===== src/hw/evt_pkg.sv =====
// Purpose: Shared constants, types and helpers of the two-stage event controller.
// Assumes: Sixteen core levels, thirty-two peripheral sources, byte addressed register map.
// Notes: Levels 4 to 6 are never raised by this design.
package evt_pkg;
  localparam int NUM_LVL = 16;
  localparam int NUM_SRC = 32;
  localparam int NUM_GP = 9;
  localparam int NUM_IAR = 4;
  localparam int IAR_W = 4;
  localparam int SRC_PER_IAR = 8;
  localparam logic [3:0] LVL_EMU = 4'h0;
  localparam logic [3:0] LVL_RST = 4'h1;
  localparam logic [3:0] LVL_NMI = 4'h2;
  localparam logic [3:0] LVL_EXC = 4'h3;
  localparam logic [3:0] LVL_GP0 = 4'h7;
  localparam logic [7:0] OFS_SMASK = 8'h00;
  localparam logic [7:0] OFS_SRAW = 8'h04;
  localparam logic [7:0] OFS_WAKE = 8'h08;
  localparam logic [7:0] OFS_WSTAT = 8'h0C;
  localparam logic [7:0] OFS_LSEL = 8'h10;
  localparam logic [7:0] OFS_LSTAT = 8'h14;
  localparam logic [7:0] OFS_IAR0 = 8'h20;
  localparam logic [7:0] OFS_CMASK = 8'h40;
  localparam logic [7:0] OFS_CPEND = 8'h44;
  localparam logic [7:0] OFS_CLAT = 8'h48;
  localparam logic [7:0] OFS_CRAISE = 8'h4C;
  localparam logic [7:0] OFS_ISTAT = 8'h50;
  localparam logic [7:0] OFS_IMASK = 8'h54;
  localparam logic [7:0] OFS_EVT0 = 8'h80;
  localparam logic [31:0] SMASK_RST = 32'h0000_0000;
  localparam logic [15:0] CMASK_RST = 16'h0000;
  localparam logic [15:0] FIXED_LVLS = 16'h000F;
  localparam logic [1:0] RESP_OKAY = 2'b00;
  localparam logic [1:0] RESP_SLVERR = 2'b10;
  localparam logic [1:0] RESP_DECERR = 2'b11;
  localparam int ST_TAKEN = 0;
  localparam int ST_NMI = 1;
  localparam int ST_VIOL = 2;
  localparam int ST_EXC = 3;
  localparam int ST_W = 4;
  typedef enum logic [2:0] {
    CLS_EMU = 3'b000,
    CLS_RST = 3'b001,
    CLS_NMI = 3'b010,
    CLS_EXC = 3'b011,
    CLS_INT = 3'b100
  } class_type;
  typedef struct packed {
    logic valid;
    logic [3:0] level;
    logic [31:0] vector;
  } offer_type;
  typedef struct packed {
    logic valid;
    class_type cls;
  } ret_req_type;
  typedef struct packed {
    logic valid;
    logic [31:0] addr;
  } resume_type;
  function automatic class_type class_of(input logic [3:0] lvl);
    class_type c;
    c = CLS_INT;
    if (lvl <= LVL_EXC)
    begin
      c = class_type'({1'b0, lvl[1:0]});
    end
    return c;
  endfunction
  function automatic logic [4:0] lowest_set(input logic [15:0] v);
    logic [4:0] r;
    r = 5'h00;
    for (int i = NUM_LVL - 1; i >= 0; i--)
    begin
      if (v[i])
      begin
        r = {1'b1, 4'(i)};
      end
    end
    return r;
  endfunction
  function automatic logic [31:0] default_iar(input int n);
    logic [31:0] r;
    r = 32'h0000_0000;
    for (int k = 0; k < SRC_PER_IAR; k++)
    begin
      r[k*IAR_W +: IAR_W] = 4'((n * SRC_PER_IAR + k) % 7);
    end
    return r;
  endfunction
endpackage


===== src/hw/system_interrupt_stage.sv =====
// Purpose: Routes peripheral requests onto the general-purpose core levels.
// Assumes: Assignment fields hold a level offset from the first general level.
// Notes: A field of nine or more parks its source on no level.
`timescale 1ns/1ps
`default_nettype none
module system_interrupt_stage #(
  parameter int NSRC = 32
) (
  input wire logic [NSRC-1:0] src,
  input wire logic [NSRC-1:0] enable,
  input wire logic [NSRC*evt_pkg::IAR_W-1:0] assign_map,
  output logic [evt_pkg::NUM_GP-1:0] gp_req
);
  import evt_pkg::*;
  always_comb
  begin
    gp_req = '0;
    for (int s = 0; s < NSRC; s++)
    begin
      for (int g = 0; g < NUM_GP; g++)
      begin
        if (src[s] && enable[s] && (assign_map[s*IAR_W +: IAR_W] == 4'(g)))
        begin
          gp_req[g] = 1'b1;
        end
      end
    end
  end
endmodule // system_interrupt_stage
`default_nettype wire


===== src/hw/event_controller.sv =====
// Purpose: Two-stage event controller with AXI4-Lite register access.
// Assumes: Peripherals and sequencer share CLK; NMI and emulation pins are asynchronous.
// Notes: Raw request status ignores the enable mask; offers may be replaced before accept.
//
// Functional notes
// - Nested service: a higher priority event may preempt an active routine.
// - Among pending events the highest priority is always offered first.
// - Five event classes, each with its own vector entry.
// - Emulation event enters emulation mode controlled via the test port.
// - Reset event resets the core; NMI from watchdog or external pin.
// - Exceptions are synchronous and stop the faulting instruction completing.
// - General interrupts arrive asynchronously from peripherals or software raise.
// - Each class keeps a return address and resumes there on return.
// - Taking an event pushes processor state onto the supervisor stack.
// - Peripheral requests pass the system stage onto a general level.
// - Nine prioritized general levels, numbered 7 to 15.
// - Default source mapping after reset; software rewrites assignment registers.
// - Three pairs of 32-bit control and status registers, one bit per source.
// - Registers reachable only in supervisor mode; others see reserved space (here SLVERR, not the DECERR of reserved space).
//
// Our own choices: the address map and register access over AXI4-Lite.
`timescale 1ns/1ps
`default_nettype none
module event_controller (
  input wire logic CLK,
  input wire logic RST,
  input wire logic [7:0] AWADDR,
  input wire logic [2:0] AWPROT,
  input wire logic AWVALID,
  output logic AWREADY,
  input wire logic [31:0] WDATA,
  input wire logic [3:0] WSTRB,
  input wire logic WVALID,
  output logic WREADY,
  output logic [1:0] BRESP,
  output logic BVALID,
  input wire logic BREADY,
  input wire logic [7:0] ARADDR,
  input wire logic [2:0] ARPROT,
  input wire logic ARVALID,
  output logic ARREADY,
  output logic [31:0] RDATA,
  output logic [1:0] RRESP,
  output logic RVALID,
  input wire logic RREADY,
  input wire logic [evt_pkg::NUM_SRC-1:0] PERIPH_IRQ,
  input wire logic NMI_PIN,
  input wire logic WDOG_EXPIRE,
  input wire logic EMU_REQ,
  input wire logic SW_RESET_REQ,
  input wire logic EXC_MISALIGN,
  input wire logic EXC_UNDEF,
  input wire logic [31:0] CUR_PC,
  output evt_pkg::offer_type EVENT_OFFER,
  input wire logic EVENT_ACCEPT,
  input wire evt_pkg::ret_req_type RETURN_REQ,
  output evt_pkg::resume_type RESUME,
  output logic STATE_PUSH,
  output logic CORE_RESET,
  output logic EMU_MODE,
  output logic HOLD_COMMIT,
  output logic WAKEUP,
  output logic IRQ
);
  import evt_pkg::*;

  logic aw_held, next_aw_held, w_held, next_w_held;
  logic [7:0] aw_addr, next_aw_addr;
  logic aw_priv, next_aw_priv;
  logic [31:0] w_data, next_w_data;
  logic [3:0] w_strb, next_w_strb;
  logic bvalid, next_bvalid, rvalid, next_rvalid;
  logic [1:0] bresp, next_bresp, rresp, next_rresp;
  logic [31:0] rdata, next_rdata;
  logic [31:0] smask, next_smask, wake, next_wake, lsel, next_lsel;
  logic [31:0] lstat, next_lstat;
  logic [31:0] iar [NUM_IAR];
  logic [31:0] next_iar [NUM_IAR];
  logic [31:0] evt [NUM_LVL];
  logic [31:0] next_evt [NUM_LVL];
  logic [15:0] cmask, next_cmask;
  logic [ST_W-1:0] imask, next_imask;
  logic raise_valid, rd_istat, viol_set;
  logic [3:0] raise_lvl;
  logic do_write, do_read;

  logic [15:0] ilat, next_ilat, ipend, next_ipend;
  logic [31:0] ret_addr [5];
  logic [31:0] next_ret_addr [5];
  logic [ST_W-1:0] istat, next_istat;
  offer_type offer, next_offer;
  resume_type resume, next_resume;
  logic push, next_push, core_rst, next_core_rst, emu, next_emu;
  logic nmi_s1, nmi_s2, nmi_prev, emu_s1, emu_s2, emu_prev;
  logic [NUM_GP-1:0] gp_req;
  logic [NUM_SRC-1:0] src_eff;
  logic [NUM_SRC*IAR_W-1:0] assign_map;

  function automatic logic [31:0] merge(input logic [31:0] old, input logic [31:0] nw,
                                        input logic [3:0] strb);
    logic [31:0] r;
    r = old;
    for (int b = 0; b < 4; b++)
    begin
      if (strb[b])
      begin
        r[b*8 +: 8] = nw[b*8 +: 8];
      end
    end
    return r;
  endfunction

  function automatic logic mapped(input logic [7:0] a);
    return (a < OFS_LSTAT + 8'h04) || (a >= OFS_IAR0 && a < OFS_IAR0 + 8'h10) ||
           (a >= OFS_CMASK && a < OFS_IMASK + 8'h04) || (a >= OFS_EVT0 && a < OFS_EVT0 + 8'h40);
  endfunction

  assign AWREADY = !aw_held && !bvalid;
  assign WREADY = !w_held && !bvalid;
  assign ARREADY = !rvalid;
  assign BVALID = bvalid;
  assign BRESP = bresp;
  assign RVALID = rvalid;
  assign RRESP = rresp;
  assign RDATA = rdata;
  assign do_write = aw_held && w_held && !bvalid;
  assign do_read = ARVALID && !rvalid;

  // Latched sources hold a brief pulse until software clears it.
  assign src_eff = (lsel & lstat) | (~lsel & PERIPH_IRQ);
  always_comb
  begin
    for (int n = 0; n < NUM_IAR; n++)
    begin
      assign_map[n*32 +: 32] = iar[n];
    end
  end

  system_interrupt_stage #(.NSRC(NUM_SRC)) u_sys (
    .src(src_eff),
    .enable(smask),
    .assign_map(assign_map),
    .gp_req(gp_req)
  );

  always_comb
  begin
    next_aw_held = aw_held;
    next_aw_addr = aw_addr;
    next_aw_priv = aw_priv;
    next_w_held = w_held;
    next_w_data = w_data;
    next_w_strb = w_strb;
    next_bvalid = bvalid && !BREADY;
    next_bresp = bresp;
    next_rvalid = rvalid && !RREADY;
    next_rresp = rresp;
    next_rdata = rdata;
    next_smask = smask;
    next_wake = wake;
    next_lsel = lsel;
    next_lstat = lstat | PERIPH_IRQ;
    next_iar = iar;
    next_evt = evt;
    next_cmask = cmask;
    next_imask = imask;
    raise_valid = 1'b0;
    raise_lvl = 4'h0;
    rd_istat = 1'b0;
    viol_set = 1'b0;
    if (AWVALID && AWREADY)
    begin
      next_aw_held = 1'b1;
      next_aw_addr = AWADDR;
      next_aw_priv = AWPROT[0];
    end
    if (WVALID && WREADY)
    begin
      next_w_held = 1'b1;
      next_w_data = WDATA;
      next_w_strb = WSTRB;
    end
    if (do_write)
    begin
      next_aw_held = 1'b0;
      next_w_held = 1'b0;
      next_bvalid = 1'b1;
      next_bresp = RESP_OKAY;
      if (!aw_priv)
      begin
        next_bresp = RESP_SLVERR;
        viol_set = 1'b1;
      end
      else if (!mapped(aw_addr))
      begin
        next_bresp = RESP_DECERR;
      end
      else
      begin
        case (aw_addr)
          OFS_SMASK: next_smask = merge(smask, w_data, w_strb);
          OFS_WAKE: next_wake = merge(wake, w_data, w_strb);
          OFS_LSEL: next_lsel = merge(lsel, w_data, w_strb);
          // Set wins: a request in the clearing cycle stays latched.
          OFS_LSTAT: next_lstat = (lstat & ~merge(32'h0, w_data, w_strb)) | PERIPH_IRQ;
          OFS_CMASK: next_cmask = 16'(merge({16'h0, cmask}, w_data, w_strb));
          OFS_CRAISE:
          begin
            raise_valid = w_strb[0] && (w_data[3:0] >= LVL_GP0);
            raise_lvl = w_data[3:0];
          end
          OFS_IMASK: next_imask = w_data[ST_W-1:0];
          default:
          begin
            if (aw_addr >= OFS_EVT0)
            begin
              next_evt[aw_addr[5:2]] = merge(evt[aw_addr[5:2]], w_data, w_strb);
            end
            else if (aw_addr >= OFS_IAR0 && aw_addr < OFS_CMASK)
            begin
              next_iar[aw_addr[3:2]] = merge(iar[aw_addr[3:2]], w_data, w_strb);
            end
          end
        endcase
      end
    end
    if (do_read)
    begin
      next_rvalid = 1'b1;
      next_rresp = RESP_OKAY;
      next_rdata = 32'h0000_0000;
      if (!ARPROT[0])
      begin
        next_rresp = RESP_SLVERR;
        viol_set = 1'b1;
      end
      else if (!mapped(ARADDR))
      begin
        next_rresp = RESP_DECERR;
      end
      else
      begin
        case (ARADDR)
          OFS_SMASK: next_rdata = smask;
          OFS_SRAW: next_rdata = PERIPH_IRQ;
          OFS_WAKE: next_rdata = wake;
          OFS_WSTAT: next_rdata = PERIPH_IRQ & wake;
          OFS_LSEL: next_rdata = lsel;
          OFS_LSTAT: next_rdata = lstat;
          OFS_CMASK: next_rdata = {16'h0, cmask};
          OFS_CPEND: next_rdata = {16'h0, ipend};
          OFS_CLAT: next_rdata = {16'h0, ilat};
          OFS_ISTAT:
          begin
            next_rdata = {{(32-ST_W){1'b0}}, istat};
            rd_istat = 1'b1;
          end
          OFS_IMASK: next_rdata = {{(32-ST_W){1'b0}}, imask};
          default:
          begin
            if (ARADDR >= OFS_EVT0)
            begin
              next_rdata = evt[ARADDR[5:2]];
            end
            else if (ARADDR >= OFS_IAR0 && ARADDR < OFS_CMASK)
            begin
              next_rdata = iar[ARADDR[3:2]];
            end
          end
        endcase
      end
    end
  end

  always_ff @(posedge CLK or posedge RST)
  begin
    if (RST)
    begin
      aw_held <= 1'b0;
      aw_addr <= 8'h00;
      aw_priv <= 1'b0;
      w_held <= 1'b0;
      w_data <= 32'h0000_0000;
      w_strb <= 4'h0;
      bvalid <= 1'b0;
      bresp <= RESP_OKAY;
      rvalid <= 1'b0;
      rresp <= RESP_OKAY;
      rdata <= 32'h0000_0000;
      smask <= SMASK_RST;
      wake <= SMASK_RST;
      lsel <= SMASK_RST;
      lstat <= SMASK_RST;
      cmask <= CMASK_RST;
      imask <= '0;
      for (int n = 0; n < NUM_IAR; n++)
      begin
        iar[n] <= default_iar(n);
      end
      for (int n = 0; n < NUM_LVL; n++)
      begin
        evt[n] <= 32'h0000_0000;
      end
    end
    else
    begin
      aw_held <= next_aw_held;
      aw_addr <= next_aw_addr;
      aw_priv <= next_aw_priv;
      w_held <= next_w_held;
      w_data <= next_w_data;
      w_strb <= next_w_strb;
      bvalid <= next_bvalid;
      bresp <= next_bresp;
      rvalid <= next_rvalid;
      rresp <= next_rresp;
      rdata <= next_rdata;
      smask <= next_smask;
      wake <= next_wake;
      lsel <= next_lsel;
      lstat <= next_lstat;
      cmask <= next_cmask;
      imask <= next_imask;
      iar <= next_iar;
      evt <= next_evt;
    end
  end

  always_ff @(posedge CLK or posedge RST)
  begin
    if (RST)
    begin
      nmi_s1 <= 1'b0;
      nmi_s2 <= 1'b0;
      nmi_prev <= 1'b0;
      emu_s1 <= 1'b0;
      emu_s2 <= 1'b0;
      emu_prev <= 1'b0;
    end
    else
    begin
      nmi_s1 <= NMI_PIN;
      nmi_s2 <= nmi_s1;
      nmi_prev <= nmi_s2;
      emu_s1 <= EMU_REQ;
      emu_s2 <= emu_s1;
      emu_prev <= emu_s2;
    end
  end

  logic [15:0] sets, elig, taken_bit;
  logic [4:0] cand, top;
  logic take;
  always_comb
  begin
    sets = {gp_req, 3'b000, (EXC_MISALIGN | EXC_UNDEF),
            (nmi_s2 & !nmi_prev) | WDOG_EXPIRE, SW_RESET_REQ, emu_s2 & !emu_prev};
    if (raise_valid)
    begin
      sets[raise_lvl] = 1'b1;
    end
    take = offer.valid && EVENT_ACCEPT;
    // A level accepted in this cycle is already active, so it must not be offered twice.
    taken_bit = take ? (16'h0001 << offer.level) : 16'h0000;
    elig = ilat & ~taken_bit & (cmask | FIXED_LVLS);
    cand = lowest_set(elig);
    top = lowest_set(ipend | taken_bit);
    next_offer.valid = cand[4] && (!top[4] || cand[3:0] < top[3:0]);
    next_offer.level = cand[3:0];
    next_offer.vector = evt[cand[3:0]];
    next_ilat = ilat;
    next_ipend = ipend;
    next_ret_addr = ret_addr;
    next_push = take;
    next_core_rst = take && offer.level == LVL_RST;
    next_emu = emu;
    next_istat = rd_istat ? '0 : istat;
    next_resume.valid = RETURN_REQ.valid;
    next_resume.addr = ret_addr[RETURN_REQ.cls];
    if (take)
    begin
      next_ilat[offer.level] = 1'b0;
      next_ipend[offer.level] = 1'b1;
      next_ret_addr[class_of(offer.level)] = CUR_PC;
      next_istat[ST_TAKEN] = 1'b1;
      if (offer.level == LVL_EMU)
      begin
        next_emu = 1'b1;
      end
      if (offer.level == LVL_NMI)
      begin
        next_istat[ST_NMI] = 1'b1;
      end
      if (offer.level == LVL_EXC)
      begin
        next_istat[ST_EXC] = 1'b1;
      end
    end
    if (viol_set)
    begin
      next_istat[ST_VIOL] = 1'b1;
    end
    // Set wins over the clear of an accept in the same cycle.
    next_ilat = next_ilat | sets;
    if (RETURN_REQ.valid)
    begin
      for (int i = NUM_LVL - 1; i >= 0; i--)
      begin
        if (ipend[i] && class_of(4'(i)) == RETURN_REQ.cls)
        begin
          next_ipend = ipend | taken_bit;
          next_ipend[i] = 1'b0;
        end
      end
      if (RETURN_REQ.cls == CLS_EMU)
      begin
        next_emu = 1'b0;
      end
    end
  end

  always_ff @(posedge CLK or posedge RST)
  begin
    if (RST)
    begin
      ilat <= 16'h0000;
      ipend <= 16'h0000;
      for (int c = 0; c < 5; c++)
      begin
        ret_addr[c] <= 32'h0000_0000;
      end
      istat <= '0;
      offer <= '0;
      resume <= '0;
      push <= 1'b0;
      core_rst <= 1'b0;
      emu <= 1'b0;
    end
    else
    begin
      ilat <= next_ilat;
      ipend <= next_ipend;
      ret_addr <= next_ret_addr;
      istat <= next_istat;
      offer <= next_offer;
      resume <= next_resume;
      push <= next_push;
      core_rst <= next_core_rst;
      emu <= next_emu;
    end
  end

  assign EVENT_OFFER = offer;
  assign RESUME = resume;
  assign STATE_PUSH = push;
  assign CORE_RESET = core_rst;
  assign EMU_MODE = emu;
  // The faulting instruction must not retire while its exception is pending.
  assign HOLD_COMMIT = EXC_MISALIGN | EXC_UNDEF | ilat[LVL_EXC];
  assign WAKEUP = |(PERIPH_IRQ & wake);
  assign IRQ = |(istat & imask);

  a_nest_offer: assert property (@(posedge CLK) disable iff (RST)
    offer.valid && $past(ipend) != 16'h0 |-> offer.level < $past(top[3:0]))
    else $error("Offer does not preempt the active level.");
  a_prio_order: assert property (@(posedge CLK) disable iff (RST)
    offer.valid |-> ($past(elig) & ((16'h0001 << offer.level) - 16'h0001)) == 16'h0)
    else $error("A higher priority eligible level was passed over.");
  a_emu_enter: assert property (@(posedge CLK) disable iff (RST)
    take && offer.level == LVL_EMU && !RETURN_REQ.valid |=> EMU_MODE)
    else $error("Emulation mode not entered.");
  a_reset_pulse: assert property (@(posedge CLK) disable iff (RST)
    take && offer.level == LVL_RST |=> CORE_RESET ##1 !CORE_RESET || $past(take))
    else $error("Core reset pulse malformed.");
  a_wdog_nmi: assert property (@(posedge CLK) disable iff (RST)
    WDOG_EXPIRE |=> ilat[LVL_NMI])
    else $error("Watchdog expiry did not latch the NMI level.");
  a_exc_hold: assert property (@(posedge CLK) disable iff (RST)
    EXC_UNDEF |-> HOLD_COMMIT ##1 (HOLD_COMMIT || ipend[LVL_EXC] || !ilat[LVL_EXC]))
    else $error("Faulting instruction was allowed to complete.");
  a_ret_save: assert property (@(posedge CLK) disable iff (RST)
    take && offer.level == LVL_EXC |=> STATE_PUSH && ret_addr[CLS_EXC] == $past(CUR_PC))
    else $error("Exception entry did not save state and return address.");
  a_resume_addr: assert property (@(posedge CLK) disable iff (RST)
    RETURN_REQ.valid && !take |=> RESUME.valid && RESUME.addr == ret_addr[$past(RETURN_REQ.cls)])
    else $error("Resume address differs from the saved one.");
  a_gp_route: assert property (@(posedge CLK) disable iff (RST)
    PERIPH_IRQ[1] && !lsel[1] && smask[1] && iar[0][7:4] == 4'h1 |=> ilat[LVL_GP0 + 4'h1])
    else $error("Enabled source did not reach its general level.");
  a_user_reject: assert property (@(posedge CLK) disable iff (RST)
    do_read && !ARPROT[0] |=> RRESP == RESP_SLVERR && RDATA == 32'h0000_0000)
    else $error("Non-supervisor read was not refused.");
endmodule // event_controller
`default_nettype wire


===== config.mk =====
export PLATFORM = sky130hd
export DESIGN_NAME = event_controller
export DESIGN_NICKNAME = d
export VERILOG_FILES = /design/src/hw/evt_pkg.sv /design/src/hw/system_interrupt_stage.sv /design/src/hw/event_controller.sv
export SDC_FILE = /design/constraint.sdc
export NUM_CORES = 2
export LEC_CHECK = 0
export BUFFER_PORTS_ARGS = -buffer_cell sky130_fd_sc_hd__buf_2
export CAP_MARGIN = 10
export CORE_AREA = 2 2 375 377
export CTS_CLUSTER_DIAMETER = 80
export CTS_CLUSTER_SIZE = 20
export DETAILED_ROUTE_END_ITERATION = 12
export DIE_AREA = 0 0 377 379
export PLACE_DENSITY = 0.64
export SLEW_MARGIN = 10
export SYNTH_ARGS = -nofsm -noshare
export SYNTH_HDL_FRONTEND = slang
export SYNTH_SLANG_ARGS = --single-unit

===== constraint.sdc =====
create_clock -name CLK -period 134.1 [get_ports CLK]
set_input_delay 33.525 -clock CLK [delete_from_list [all_inputs] [get_ports CLK]]
set_output_delay 33.525 -clock CLK [all_outputs]
set_load 0.005 [all_outputs]

# Word level (Yosys, flattened, before mapping)
# Index checks and enable logic that the tools add are counted.
# word_totals
reg_bits	1148
out_inout_bits	117
in_bits	140
# op_classes
order_cmp	33
muxes	495
n_bitwise	33
shift	1
reduce_logical	438
n_eq_ne	280
# ops
op	n
$mux W32	23
$mux W8	72
$bwmux W512	1
$eq A4 B3 Y1 const B	128
$bmux W32 S4	3
$logic_and A1 B1 Y1	362
$pmux W32 S11	1
$mux W16	21
$mux W1	316
$eq A4 B2 Y1 const B	66
$bwmux W160	1
$mux W5	32
$eq A4 B1 Y1 const B	33
$logic_not A4 Y1	33
$and A32 B32 Y32	4
$bmux W32 S2	2
$bwmux W128	1
$demux W32 S4	1
$eq A4 B4 Y1 const B	32
$bmux W32 S3	1
$demux W32 S3	1
$or A32 B32 Y32	3
$reduce_and A5 Y1	15
$demux W32 S2	1
50 further kinds	127

# Depth between registers and ports, before layout
# depth
depth_word	40
mapped_depth	14

# Modules after synthesis
# Synthesis repeated with hierarchy kept, for this count alone.
# hier_totals
cells_unflattened	5823
area_unflattened_um2	62753.9
# modules_own_cells
module	seq_area_each_um2	cells_per_inst	n_inst	area_each_um2
event_controller	28777.6	5327	1	59499.6
system_interrupt_stage	0.0	496	1	3254.4

# Worst setup path after synthesis
# No wires, ideal clock.
# synth_timing
path_type	input to output
from	input PERIPH_IRQ[16] (netlist name)
to	output WAKEUP
arrival_ns	34.502
stages	4
t_required_ns	100.575
n_path_buf	0
path_slack_ns	66.073
path_cell_list	a22o_1 > a221oi_1 > nand3_1 > or4_1
# synth_between
elab_chain_cells	2
# synth_rtl
item	line	source
start: declaration	event_controller.sv:46	input wire logic [evt_pkg::NUM_SRC-1:0] PERIPH_IRQ,
$and A32 B32 Y32	event_controller.sv:460	assign WAKEUP = |(PERIPH_IRQ & wake);
$reduce_or A32 Y1	event_controller.sv:460	
end: declaration	event_controller.sv:62	output logic WAKEUP,
# No other way between the ends.

# Worst setup path in the final report
# layout_timing
from	input PERIPH_IRQ[12] (netlist name)
to	output WAKEUP
# Same word-level chain as after synthesis.

==> summary by stage <==
Clock tree
The number of H-tree levels is 3. Hold repair after CTS inserted 0 buffers. Clock tree synthesis selected as its root buffer the cell sky130_fd_sc_hd__clkbuf_16. Post-CTS timing repair inserted 0 buffers for setup. The clock transition time at the flip-flop clock pins of the worst setup and hold paths is 80 ps. The worst-skew pair later-pin latency is 720 ps. Clock tree synthesis inserted a total of 75 buffers. TritonCTS built the clock tree.

CTS saw 1,148 sinks. The maximum clock path buffer count is 3. The count of instances resized after the clock tree is built is 0.

Synthesis
The cell count after synthesis is 5,910. When the netlist entered floorplanning its net count stood at 6,053. The synthesized netlist occupies a cell area of 62,100 µm². Sequential cells were found to cover 46.34% of the synthesized design area. The number of register bits inferred by synthesis is 1,148.

The commonest register cell after synthesis is sky130_fd_sc_hd__dfrtp_1. Counting flops with an async set or reset pin after synthesis yields a share of 100.0%. In this run, synthesis inferred 0 flip-flops with an integrated enable. The number of library cell types mapped by synthesis is 79. The average cell area after synthesis is 10.51 µm². Yosys printed 0 warnings.

Cells and area
After the last flow step, the layout net total stands at 6,021. The share of post-route cells with drive strength above 1 is 21.23%. The utilization of the core after routing is 48.51%. The area used by sequential logic in the layout is 28,790 µm². The multi-input combinational cell area is 31,420 µm². The final-layout fill cell count is 12,590. The synthesis-to-finish area growth is 8.477%.

Detailed routing
In this run the remaining antenna-violating nets after routing total 0. The DRC violation count after routing is 0. The total number of vias is 50,600. The first detailed-routing pass took 9 iterations. The routed wirelength normalized by instance count is 29.55 µm. For this block, the routed nets add up to 228.6 mm of wire. The detailed router finished its first iteration with 6,445 violations. The average via count per standard cell is 6.540.

Die
The number of primary I/O pins is 257. The vertical die dimension is 379 µm. The initial standard-cell utilization of the core is 44.72%.

The overall die area is 142,900 µm². In this run the horizontal extent of the chip is 377 µm. The floorplan core area is 138,800 µm². The count of standard-cell rows is 137.

STA
The post-route fraction of the period consumed by the critical path is 51.15%. The minimum period implied by the final worst setup slack is 68,590 ps. Between clock sinks in the finished design, the worst skew comes to 40.56 ps. For the final routed database, the setup TNS stands at 0 ps. The headroom to the max-slew limit is 7.951%. The tightest hold path in the finished design has a slack of 361.0 ps. For the pin with the worst max-slew slack, the measured transition is 1370 ps. The hold violation total from the final report was 0. The final max-slew violation count is 0. The highest achievable clock rate is 14.58 MHz.

Setup violations remaining at the end of the flow were counted as 0. Setup repair after global routing left no endpoint under its margin.

Placement
The congestion estimate from routability-driven global placement came to 1.045. The post-DP HPWL is 151.5 mm. The count of buffers from port buffering is 252.

Power
The leakage power summed over all cells is 0.02949 µW. For this design the ratio of total power to cell area is 18.73 nW/µm². The completed layout was analyzed and its total power is 1262 µW. The peak supply drop is 0.01611 mV.

Worst setup path
The worst setup path is of the in2out kind. For this design, the slowest cell found on the critical path is sky130_fd_sc_hd__or4_1. On the worst path, the slowest cell contributes a delay of 580 ps.

The kind of start point of the critical path is an input pin. STA classifies the critical path endpoint as a primary output. In this run the worst path has a maximum fanout of 5.

The data arrival time of the critical path is 35,070 ps. Walking the worst path, the cells encountered are buf_2 > a22o_1 > a221oi_1 > nand3_1 > or4_1 > buf_2. The data required time of the worst path is 100,570 ps.

The cell that appears most often on the critical path is sky130_fd_sc_hd__buf_2.

GRT
The wire length of the first global-routing pass is 333.0 mm. The via count of the first global-routing pass was 48,380. The largest net degree at the start of global routing is 141. Global routing consumed, over all layers together, 31.73% of the routing resources. The overflow left after global routing is 0. The number of antenna violations at the first check in global routing was 16.

Min path
The class of the most critical hold timing path is reg2reg.

Flow run
Across the run, the number of max-cap violations was 0.

Outcome
The flow ran to the end, and the final reports show no timing, DRC or antenna violations.
==> critical path, delay by kind of cell <==
family | cells | cell delay, ps
simple gates | 2 | 720
compound gates | 2 | 490
buf+inv | 2 | 310
==> flip-flops by register name (all words and copies together), names as in the netlist, 33 cells and up <==
register and flops:
EVENT_OFFER 37, RESUME 33, assign_map 128, evt 512, ret_addr 160
==> cell usage after synthesis, drive strengths merged, types with 5 or more instances <==
cell type  count  share of area (%)
nor4          22               0.24
dfrtp       1108                 45
nand2b        56               0.56
o221ai        20               0.28
o311ai        13               0.18
a22oi        120                1.5
inv           65               0.39
a41oi          5              0.071
mux2         246                4.5
nand4         44               0.47
and4           9               0.13
nor2b         40               0.40
a32oi         22               0.31
o21ai        278                2.3
o211a         26               0.42
or4            7              0.085
a221oi        39               0.55
mux4         416                 15
o31ai         23               0.30
clkbuf       352                2.1
or3           13               0.14
o22a           8               0.11
nor3b         31               0.37
nor2         679                4.1
and2          11               0.11
nand2        771                4.7
nor4b          5              0.071
and3           6              0.060
nand3        157                1.3
mux2i        195                3.1
nand3b        41               0.50
buf          136                1.0
a21oi        611                4.9
nor3          61               0.49
a31oi         22               0.22
a211oi        52               0.63
nand4b        15               0.25
dfstp         40                1.7
o22ai         67               0.67
a21o          15               0.18
o2111ai       10               0.14
o211ai         7              0.093
==> cells by family (layout without fill, tap and decap cells) <==
| family | count (synthesis) | in the layout | synth area share [%] |
|---|---|---|---|
| and+or+nand+nor | 1980 | 1980 | 14.10 |
| AOI/OAI and AO/OA | 1367 | 1367 | 13.23 |
| DFF | 1148 | 1148 | 46.34 |
| muxes | 857 | 857 | 22.69 |
| buffers and inverters | 555 | 567 | 3.580 |
| adders and majority gates | 3 | 3 | 0.06045 |
| other | 0 | 7 | 0 |
==> through the flow <==
step           instances  area, µm²  worst slack (ps)
4_1_cts             7729      67300             65540
5_1_grt             7735      67360             65490
3_5_place_dp        7608      64930             65540
3_3_place_gp        7608      64920             65510
6_report            7736      67360             65510
2_1_floorplan       5910      62100             66070
==> cell usage in the layout, fill, tap and decap left out, types with 22 or more instances in the layout <==
| cell | n |
|---|---|
| sky130_fd_sc_hd__a211oi_1 | 52 |
| sky130_fd_sc_hd__a21oi_1 | 610 |
| sky130_fd_sc_hd__a221oi_1 | 39 |
| sky130_fd_sc_hd__a22oi_1 | 120 |
| sky130_fd_sc_hd__a31oi_1 | 22 |
| sky130_fd_sc_hd__a32oi_1 | 22 |
| sky130_fd_sc_hd__buf_2 | 249 |
| sky130_fd_sc_hd__buf_4 | 127 |
| sky130_fd_sc_hd__clkbuf_16 | 75 |
| sky130_fd_sc_hd__dfrtp_1 | 1102 |
| sky130_fd_sc_hd__dfstp_2 | 40 |
| sky130_fd_sc_hd__inv_1 | 64 |
| sky130_fd_sc_hd__mux2_2 | 232 |
| sky130_fd_sc_hd__mux2i_1 | 180 |
| sky130_fd_sc_hd__mux4_2 | 416 |
| sky130_fd_sc_hd__nand2_1 | 768 |
| sky130_fd_sc_hd__nand2b_1 | 54 |
| sky130_fd_sc_hd__nand3_1 | 156 |
| sky130_fd_sc_hd__nand3b_1 | 41 |
| sky130_fd_sc_hd__nand4_1 | 43 |
| sky130_fd_sc_hd__nor2_1 | 660 |
| sky130_fd_sc_hd__nor2b_1 | 39 |
| sky130_fd_sc_hd__nor3_1 | 57 |
| sky130_fd_sc_hd__nor3b_1 | 30 |
| sky130_fd_sc_hd__o211a_1 | 26 |
| sky130_fd_sc_hd__o21ai_0 | 272 |
| sky130_fd_sc_hd__o22ai_1 | 67 |
| sky130_fd_sc_hd__o31ai_1 | 22 |
==> metal layers <==
| metal | share of wire [%] | up-vias | GRT usage [%] |
|---|---|---|---|
| met5 | 0.033 | - | 0 |
| met4 | 5.3 | 12 | 15.61 |
| met3 | 11 | 576 | 7.503 |
| met2 | 45 | 2880 | 47.89 |
| met1 | 39 | 25580 | 43.08 |
| li1 | - | 21550 | - |
==> final cells by class <==
cell class	instances	share of cell area (%)
Sequential cell	1148	42.74
Multi-Input combinational cell	4207	46.64
Clock buffer	94	2.996
Timing Repair Buffer	379	3.338
Clock inverter	27	0.5127
Inverter	67	0.3882
Tap cell	1807	3.356
Antenna cell	7	0.02600
==> worst paths after layout <==
path	depth (start not counted)	slack [ps]	from	to
worst max register to register	9	128780	EVENT_OFFER[33]	EVENT_OFFER[3]
worst min-delay path	0	360	nmi_s1	nmi_s2
min in group asynchronous	2	33070	RST	EVENT_OFFER[9]
worst max-delay path	6	65510	PERIPH_IRQ[12]	WAKEUP
max in group asynchronous	7	96030	RST	w_data[14]
worst min register to register	0	360	nmi_s1	nmi_s2
==> where the power goes <==
| part | switching [µW] | internal, µW |
|---|---|---|
| clock network | 132 | 116 |
| registers | 128 | 441 |
| logic | 252 | 194 |
(Power assumes the default switching activity.)
